<file path="src/core/mudb_defs.vh">
`ifndef MUDB_DEFS_VH
`define MUDB_DEFS_VH
`define MUDB_REG_CTRL 8'h00
`define MUDB_REG_DELAY 8'h04
`define MUDB_REG_USED 8'h08
`define MUDB_REG_FAIL 8'h0c
`define MUDB_REG_VEND 8'h10
`define MUDB_REG_STAT1 8'h14
`define MUDB_REG_STAT2 8'h18
`define MUDB_REG_COUNT 8'h1c
`define MUDB_REG_SAMPLE 8'h20
`define MUDB_CTRL_MAINT 0
`define MUDB_CTRL_TEST 1
`define MUDB_CTRL_WAKE 2
`define MUDB_CTRL_INTERP 3
`define MUDB_CTRL_DERIV 4
`define MUDB_CTRL_RANGE 5
`define MUDB_CTRL_SYNCEN 6
`define MUDB_CTRL_RST 32'h0000_0000
`define MUDB_DELAY_RST 16'h0000
`define MUDB_USED_RST 12'hfff
`define MUDB_SW1_MAINT 0
`define MUDB_SW1_TEST 1
`define MUDB_SW1_WAKE 2
`define MUDB_SW1_INTERP 3
`define MUDB_SW1_SYNCLOST 4
`define MUDB_SW1_CH1 5
`define MUDB_SW1_DERIV 12
`define MUDB_SW1_RANGE 13
`define MUDB_POS_SAT 16'h7fff
`define MUDB_NEG_SAT 16'h8000
`define MUDB_ZERO 16'h0000
`define MUDB_CH_NEUT_I 3
`define MUDB_CH_NEUT_V 10
`endif

</file>
<file path="src/core/mudb_chan_sat.v">
`timescale 1ns/1ps
`include "mudb_defs.vh"
module mudb_chan_sat #(
  parameter IN_W = 24
) (
  input wire [IN_W-1:0] i_raw,
  input wire i_force_ovf,
  input wire i_used,
  output reg [15:0] o_word,
  output reg o_ovf
);
  wire neg = i_raw[IN_W-1];
  wire [IN_W-16:0] top = i_raw[IN_W-1:15];
  wire fits = (&top) | ~(|top);
  always @*
  begin
    o_ovf = ~fits | i_force_ovf;
    if (!i_used)
      o_word = `MUDB_ZERO;
    else if (o_ovf)
      o_word = neg ? `MUDB_NEG_SAT : `MUDB_POS_SAT;
    else
      o_word = i_raw[15:0];
  end
endmodule // mudb_chan_sat

</file>
<file path="src/core/mudb_builder.v">
// Overview of operation
// - rated delay is unsigned 16-bit microseconds
// - twelve channels, signed 16-bit linear words
// - overflow saturates to 7fff or 8000
// - summed neutral current overflows with any phase
// - summed neutral voltage overflows with any phase
// - neutral current always uses metering scale
// - 16-bit sequence count increments per frame
// - sequence count wraps to zero
// - sync pulse clears sequence count
// - frame sampled at sync gets count zero
// - unused channel invalid and word zero
// - transducer failure sets invalid, and maintenance if the channel is used
// - maintenance may be set preventively
// - wake-up sets invalid flags and wake flag
// - sync lost needs missing sync and drift
// - status one bits zero to three
// - interpolation use also sets bit four
// - status one bits five-eleven channels one-seven
// - bit twelve marks derivative current output
// - bit thirteen selects protection current scale
// - status two bits zero-four channels eight-twelve
`timescale 1ns/1ps
`include "mudb_defs.vh"
module mudb_builder #(
  parameter NCH = 12,
  parameter IN_W = 24
) (
  input wire i_clk,
  input wire i_resetn,
  input wire i_hsel,
  input wire [31:0] i_haddr,
  input wire [1:0] i_htrans,
  input wire i_hwrite,
  input wire [2:0] i_hsize,
  input wire [31:0] i_hwdata,
  input wire i_hready,
  output reg [31:0] o_hrdata,
  output reg o_hreadyout,
  output reg o_hresp,
  input wire [NCH*IN_W-1:0] i_sample_raw,
  input wire i_sample_strobe,
  input wire i_sync_pulse,
  input wire i_sync_valid,
  input wire i_clock_drift,
  input wire i_neut_i_summed,
  input wire i_neut_v_summed,
  output reg o_frame_valid,
  output reg [NCH*16-1:0] o_sample_words,
  output reg [15:0] o_sample_sequence_count,
  output reg [15:0] o_first_status_word,
  output reg [15:0] o_second_status_word,
  output reg [15:0] o_rated_delay_field,
  output reg o_neut_scale_metering
);
  // pin synchronisers
  reg [1:0] strb_sync_reg;
  reg [1:0] sync_sync_reg;
  reg [1:0] sval_sync_reg;
  reg [1:0] drift_sync_reg;
  reg strb_last_reg;
  reg sync_last_reg;
  reg [NCH*IN_W-1:0] raw_meta_reg;
  reg [NCH*IN_W-1:0] raw_sync_reg;
  reg [1:0] neut_i_sync_reg;
  reg [1:0] neut_v_sync_reg;
  always @(posedge i_clk or negedge i_resetn)
  begin
    if (!i_resetn)
    begin
      strb_sync_reg <= 2'h0;
      sync_sync_reg <= 2'h0;
      sval_sync_reg <= 2'h0;
      drift_sync_reg <= 2'h0;
      strb_last_reg <= 1'b0;
      sync_last_reg <= 1'b0;
      raw_meta_reg <= {(NCH*IN_W){1'b0}};
      raw_sync_reg <= {(NCH*IN_W){1'b0}};
      neut_i_sync_reg <= 2'h0;
      neut_v_sync_reg <= 2'h0;
    end
    else
    begin
      strb_sync_reg <= {strb_sync_reg[0], i_sample_strobe};
      sync_sync_reg <= {sync_sync_reg[0], i_sync_pulse};
      sval_sync_reg <= {sval_sync_reg[0], i_sync_valid};
      drift_sync_reg <= {drift_sync_reg[0], i_clock_drift};
      strb_last_reg <= strb_sync_reg[1];
      sync_last_reg <= sync_sync_reg[1];
      raw_meta_reg <= i_sample_raw;
      raw_sync_reg <= raw_meta_reg;
      neut_i_sync_reg <= {neut_i_sync_reg[0], i_neut_i_summed};
      neut_v_sync_reg <= {neut_v_sync_reg[0], i_neut_v_summed};
    end
  end
  wire strobe_rise = strb_sync_reg[1] & ~strb_last_reg;
  wire sync_rise = sync_sync_reg[1] & ~sync_last_reg;

  // ahb-lite slave
  reg [31:0] ctrl_reg;
  reg [15:0] delay_reg;
  reg [NCH-1:0] used_reg;
  reg [NCH-1:0] fail_reg;
  reg [7:0] vend_reg;
  reg wr_pend_reg;
  reg [7:0] wr_addr_reg;
  reg [15:0] seq_reg;
  wire addr_phase = i_hsel & i_hready & i_htrans[1];
  wire [7:0] a = i_haddr[7:0];
  wire sync_en = ctrl_reg[`MUDB_CTRL_SYNCEN];
  wire [4:0] samp_idx = a[6:2] - 5'h08;
  wire [15:0] sw1_w;
  wire [15:0] sw2_w;
  wire [NCH*16-1:0] words_w;
  reg [31:0] rd_next;
  always @*
  begin
    rd_next = 32'h0000_0000;
    case (a)
      `MUDB_REG_CTRL: rd_next = ctrl_reg;
      `MUDB_REG_DELAY: rd_next = {16'h0000, delay_reg};
      `MUDB_REG_USED: rd_next = {{(32-NCH){1'b0}}, used_reg};
      `MUDB_REG_FAIL: rd_next = {{(32-NCH){1'b0}}, fail_reg};
      `MUDB_REG_VEND: rd_next = {24'h000000, vend_reg};
      `MUDB_REG_STAT1: rd_next = {16'h0000, o_first_status_word};
      `MUDB_REG_STAT2: rd_next = {16'h0000, o_second_status_word};
      `MUDB_REG_COUNT: rd_next = {16'h0000, o_sample_sequence_count};
      default:
      begin
        if (a >= `MUDB_REG_SAMPLE && samp_idx < NCH && a[1:0] == 2'h0 && !a[7])
          rd_next = {16'h0000, o_sample_words[samp_idx*16 +: 16]};
      end
    endcase
  end
  always @(posedge i_clk or negedge i_resetn)
  begin
    if (!i_resetn)
    begin
      o_hrdata <= 32'h0000_0000;
      o_hreadyout <= 1'b1;
      o_hresp <= 1'b0;
      wr_pend_reg <= 1'b0;
      wr_addr_reg <= 8'h00;
      ctrl_reg <= `MUDB_CTRL_RST;
      delay_reg <= `MUDB_DELAY_RST;
      used_reg <= {NCH{1'b1}};
      fail_reg <= {NCH{1'b0}};
      vend_reg <= 8'h00;
    end
    else
    begin
      o_hreadyout <= 1'b1;
      o_hresp <= 1'b0;
      wr_pend_reg <= addr_phase & i_hwrite;
      if (addr_phase)
        wr_addr_reg <= a;
      if (addr_phase && !i_hwrite)
        o_hrdata <= rd_next;
      if (wr_pend_reg)
      begin
        case (wr_addr_reg)
          `MUDB_REG_CTRL: ctrl_reg <= {25'h0000000, i_hwdata[6:0]};
          `MUDB_REG_DELAY: delay_reg <= i_hwdata[15:0];
          `MUDB_REG_USED: used_reg <= i_hwdata[NCH-1:0];
          `MUDB_REG_FAIL: fail_reg <= i_hwdata[NCH-1:0];
          `MUDB_REG_VEND: vend_reg <= i_hwdata[7:0];
          default: ;
        endcase
      end
    end
  end

  // per-channel saturation and validity
  wire [NCH-1:0] ovf_w;
  wire [NCH-1:0] inval;
  wire wake = ctrl_reg[`MUDB_CTRL_WAKE];
  wire phase_i_ovf = |ovf_w[2:0];
  wire phase_v_ovf = |ovf_w[9:7];
  genvar g;
  generate
    for (g = 0; g < NCH; g = g + 1)
    begin : g_ch
      wire force_w;
      if (g == `MUDB_CH_NEUT_I)
      begin : g_ni
        assign force_w = neut_i_sync_reg[1] & phase_i_ovf;
      end
      else if (g == `MUDB_CH_NEUT_V)
      begin : g_nv
        assign force_w = neut_v_sync_reg[1] & phase_v_ovf;
      end
      else
      begin : g_pl
        assign force_w = 1'b0;
      end
      mudb_chan_sat #(
        .IN_W(IN_W)
      ) u_sat (
        .i_raw(raw_sync_reg[g*IN_W +: IN_W]),
        .i_force_ovf(force_w),
        .i_used(used_reg[g]),
        .o_word(words_w[g*16 +: 16]),
        .o_ovf(ovf_w[g])
      );
      assign inval[g] = ~used_reg[g] | fail_reg[g] | wake;
      if (g < 7)
      begin : g_s1
        assign sw1_w[`MUDB_SW1_CH1 + g] = inval[g];
      end
      else
      begin : g_s2
        assign sw2_w[g - 7] = inval[g];
      end
    end
  endgenerate

  // validity and status words
  wire maint = ctrl_reg[`MUDB_CTRL_MAINT] | (|(fail_reg & used_reg));
  wire interp = ctrl_reg[`MUDB_CTRL_INTERP];
  wire sync_lost = ~sval_sync_reg[1] & drift_sync_reg[1];
  assign sw1_w[`MUDB_SW1_MAINT] = maint;
  assign sw1_w[`MUDB_SW1_TEST] = ctrl_reg[`MUDB_CTRL_TEST];
  assign sw1_w[`MUDB_SW1_WAKE] = wake;
  assign sw1_w[`MUDB_SW1_INTERP] = interp;
  assign sw1_w[`MUDB_SW1_SYNCLOST] = sync_lost | interp;
  assign sw1_w[`MUDB_SW1_DERIV] = ctrl_reg[`MUDB_CTRL_DERIV];
  assign sw1_w[`MUDB_SW1_RANGE] = ctrl_reg[`MUDB_CTRL_RANGE];
  assign sw1_w[15:14] = 2'h0;
  assign sw2_w[15:8] = vend_reg;
  assign sw2_w[7:5] = 3'h0;

  // sync arming: a sync seen before its frame zeroes that frame's count
  localparam SYNC_IDLE = 2'h1;
  localparam SYNC_ARMED = 2'h2;
  reg [1:0] sync_state_reg;
  reg [1:0] sync_state_next;
  always @*
  begin
    sync_state_next = sync_state_reg;
    case (sync_state_reg)
      SYNC_IDLE:
      begin
        if (sync_en && sync_rise && !strobe_rise)
          sync_state_next = SYNC_ARMED;
      end
      SYNC_ARMED:
      begin
        if (strobe_rise || !sync_en)
          sync_state_next = SYNC_IDLE;
      end
      default:
      begin
        sync_state_next = SYNC_IDLE;
      end
    endcase
  end
  wire sync_armed = (sync_state_reg == SYNC_ARMED);

  // frame assembly and sequence count
  wire [15:0] seq_use = (sync_en && (sync_rise || sync_armed)) ? 16'h0000 : seq_reg;
  always @(posedge i_clk or negedge i_resetn)
  begin
    if (!i_resetn)
    begin
      seq_reg <= 16'h0000;
      sync_state_reg <= SYNC_IDLE;
      o_frame_valid <= 1'b0;
      o_sample_words <= {(NCH*16){1'b0}};
      o_sample_sequence_count <= 16'h0000;
      o_first_status_word <= 16'h0000;
      o_second_status_word <= 16'h0000;
      o_rated_delay_field <= 16'h0000;
      o_neut_scale_metering <= 1'b1;
    end
    else
    begin
      o_frame_valid <= strobe_rise;
      sync_state_reg <= sync_state_next;
      o_neut_scale_metering <= 1'b1;
      o_rated_delay_field <= delay_reg;
      if (strobe_rise)
      begin
        o_sample_words <= words_w;
        o_sample_sequence_count <= seq_use;
        seq_reg <= seq_use + 16'h0001;
        o_first_status_word <= sw1_w;
        o_second_status_word <= sw2_w;
      end
    end
  end
endmodule // mudb_builder

</file>
<file path="config.mk">
export PLATFORM = sky130hd
export DESIGN_NAME = mudb_builder
export DESIGN_NICKNAME = d
export VERILOG_FILES = /design/src/core/mudb_chan_sat.v /design/src/core/mudb_builder.v
export VERILOG_INCLUDE_DIRS = /design/src /design/src/core
export SDC_FILE = /design/constraint.sdc
export NUM_CORES = 1
export LEC_CHECK = 0
export ABC_AREA = 0
export BUFFER_PORTS_ARGS = -buffer_cell sky130_fd_sc_hd__clkbuf_2
export CAP_MARGIN = 20
export CORE_ASPECT_RATIO = 1.75
export CORE_MARGIN = 5
export CORE_UTILIZATION = 31
export DETAILED_ROUTE_END_ITERATION = 12
export GPL_TIMING_DRIVEN = 0
export PLACE_DENSITY = 0.54
export SKIP_CTS_REPAIR_TIMING = 1
export SYNTH_ARGS = -nofsm -noshare
export SYNTH_HDL_FRONTEND = slang
export SYNTH_HIERARCHICAL = 1
export SYNTH_SLANG_ARGS = --single-unit
</file>
<file path="constraint.sdc">
create_clock -name i_clk -period 6.4 [get_ports i_clk]
set_clock_uncertainty 0.1 [all_clocks]
set_input_delay 0.32 -clock i_clk [delete_from_list [all_inputs] [get_ports i_clk]]
set_output_delay 0.32 -clock i_clk [all_outputs]
set_load 0.05 [all_outputs]
</file>
==> summary.md <==
| Metric | Value |
|---|---|
| Status | finished clean |
| Power share of the clock group | 0.421 |
| Internal Pwr Total | 9.83 mW |
| DRC Markers | 0 |
| Crit end category | flip-flop |
| Share of layout cells above drive strength 1 | 0.281 |
| Yosys warns | 6 |
| Final min period | 3.64 ns |
| Final hold viol count | 0 |
| IO buf count | 589 |
| Nets | 3,953 |
| Post-Syn Area per Cell | 13.3 sq um |
| Top Ports | 660 |
| Final GP Congestion | 0.959 |
| Type of the worst min-delay path | in -> async |
| RSZ-0062 raised after global routing | false |
| Commonest non-fill, non-tap cell in the layout | dfrtp_1 |
| Vias in the first global route | 23,700 |
| Initial core utilization | 0.311 |
| Mapped Area | 33,600 sq um |
| Pwr Total | 13.3 mW |
| Period utilization | 0.568 |
| Post-Layout Cell Count | 5,121 |
| Post-route ant nets | 0 |
| Worst vdd ir | 0.000240 V |
| Crit-path most repeated cell | clkbuf_1 |
| Final Util | 0.417 |
| DIE AREA | 115,000 sq um |
| Combinational share of power | 0.091 |
| Max-slew violation count | 0 |
| Detailed Routing Iterations Pass 1 | 6 |
| Routed WL | 127,000 um |
| Largest net degree at the start of global routing | 119 |
| Die height | 446 um |
| # clock sinks | 940 |
| Critical path type | reg -> reg |
| Type of origin of the critical path | flip-flop |
| Number of H-tree levels | 3 |
| Area grow syn2layout | 34.3% |
| Number of antenna violations at the first check in global routing | 12 |
| Max_cap viols | 0 |
| Pwr Density | 293 nW/um^2 |
| Post-DP HPWL | 97,600 um |
| CTS tree | built |
| Vias | 23,900 |
| Final setup fails | 0 |
| Worst path bufs/invs | 6 |
| P_sw | 3.42 mW |
| Critical path, cell by cell | nand2b_1 > clkbuf_1 > inv_1 > clkbuf_1 > clkbuf_1 > buf_8 > clkbuf_1 > nand2_1 > nand2_1 |
| Crit path max-delay family | buffers and inverters |
| Crit path largest cell delay | 0.75 ns |
| Slowest cell on crit path | clkbuf_1 |
| Min Hold Slack | between 0.015 and 0.02 ns |
| Seq pwr share | 0.487 |
| Switching part of the total power | 0.258 |
| Clock Latency Late Sink | 0.70 ns |
| All-Layer GR Usage | 0.213 |
| Leakage | 22.9 nW |
| Tightest Pin Transition | 1.10 ns |
| Die W | 259 um |
| Root buffer cell | clkbuf_16 |
| Gate Count Post-Synth | 2,531 |
| DR WL/cell | between 20 and 25 um |
| CTS buffer count | 90 |
| Most frequent cells in the layout | dfrtp_1 (927), nand2_1 (710), clkbuf_2 (588) |
| First-pass GRT wire length | 175,000 um |
| Clock-pin slew on the worst setup and hold paths | about 0.070 ns |
| Worst EP arrival | about 4.2 ns |
| Rows | 160 |
| Worst relative slew slack | 0.269 |
| Worst Path Max Fanout | 10 |
| Max Fclk | 275 MHz |
| DR vias/cell | approximately 4.7 |
| Post-Place Cells | roughly 4,600 |
| Setup_tns | 0 ns |
| Worst Path Required | around 6.9 ns |
| CTS Buffer Depth | 3 |
| Core Region | 108,000 sq um |
| DRT iter0 DRCs | 1,704 |
| Global route overflow | 0 |
metal layers:
layer  part of all wire  wire length (um)  up-vias  global-route usage
li1                   -                 -    10600                   -
met1               0.39             49600    12100               0.261
met2               0.50             63000      947               0.361
met3              0.068              8590      221              0.0494
met4              0.044              5630        2              0.0884
met5            0.00010                13        -                   0
stage by stage:
step / instance area (sq um) / setup WS, ns
2_1_floorplan: 33800 / 3.69
3_3_place_gp: 38600 / -17.56
3_5_place_dp: 38900 / 2.64
4_1_cts: 42000 / 2.81
5_1_grt: 45200 / 2.59
6_report: 45200 / 2.76
worst paths after layout:
path | startpoint | endpoint | slack, ns | cells after the start
max reg2reg | strb_last_reg$_DFF_PN0_ | o_sample_words[126]$_DFFE_PN0P_ | 2.76 | 9
min in group i_clk | i_sample_raw[162] | raw_meta_reg[162]$_DFF_PN0_ | 0.16 | 2
max | strb_last_reg$_DFF_PN0_ | o_sample_words[126]$_DFFE_PN0P_ | 2.76 | 9
min | i_resetn | raw_meta_reg[208]$_DFF_PN0_ | 0.02 | 2
min reg2reg | raw_meta_reg[217]$_DFF_PN0_ | raw_sync_reg[217]$_DFF_PN0_ | 0.23 | 0
max in group asynchronous | i_resetn | o_sample_words[71]$_DFFE_PN0P_ | 3.97 | 6
worst reg2reg max path, cell delays in order (launching register included):
cell and delay, ns:
dfrtp_1 0.36, nand2b_1 0.13, clkbuf_1 0.42, inv_1 0.38
clkbuf_1 0.46, clkbuf_1 0.49, buf_8 0.23, clkbuf_1 0.76
nand2_1 0.15, nand2_1 0.09
power by group through the flow:
stage          Sequential, mW  Combinational [mW]  Clock [mW]
6_report                 6.46                1.21        5.58
5_1_grt                  6.48                1.30        5.95
4_1_cts                  6.46                1.06        5.74
3_5_place_dp             6.57                1.06           0
3_3_place_gp             6.58                1.03           0
2_1_floorplan            6.70               0.331           0
layout make-up:
type	instances	area [sq um]
fill	10100	63100
timing repair buffer	918	6430
tap	1458	1820
clock buffer	125	2640
clock inverter	39	487
inverter	6	22.5
antenna	8	20.0
buffer	146	867
multi-input combinational	1481	9370
sequential	940	23500
(Power assumes the default switching activity.)
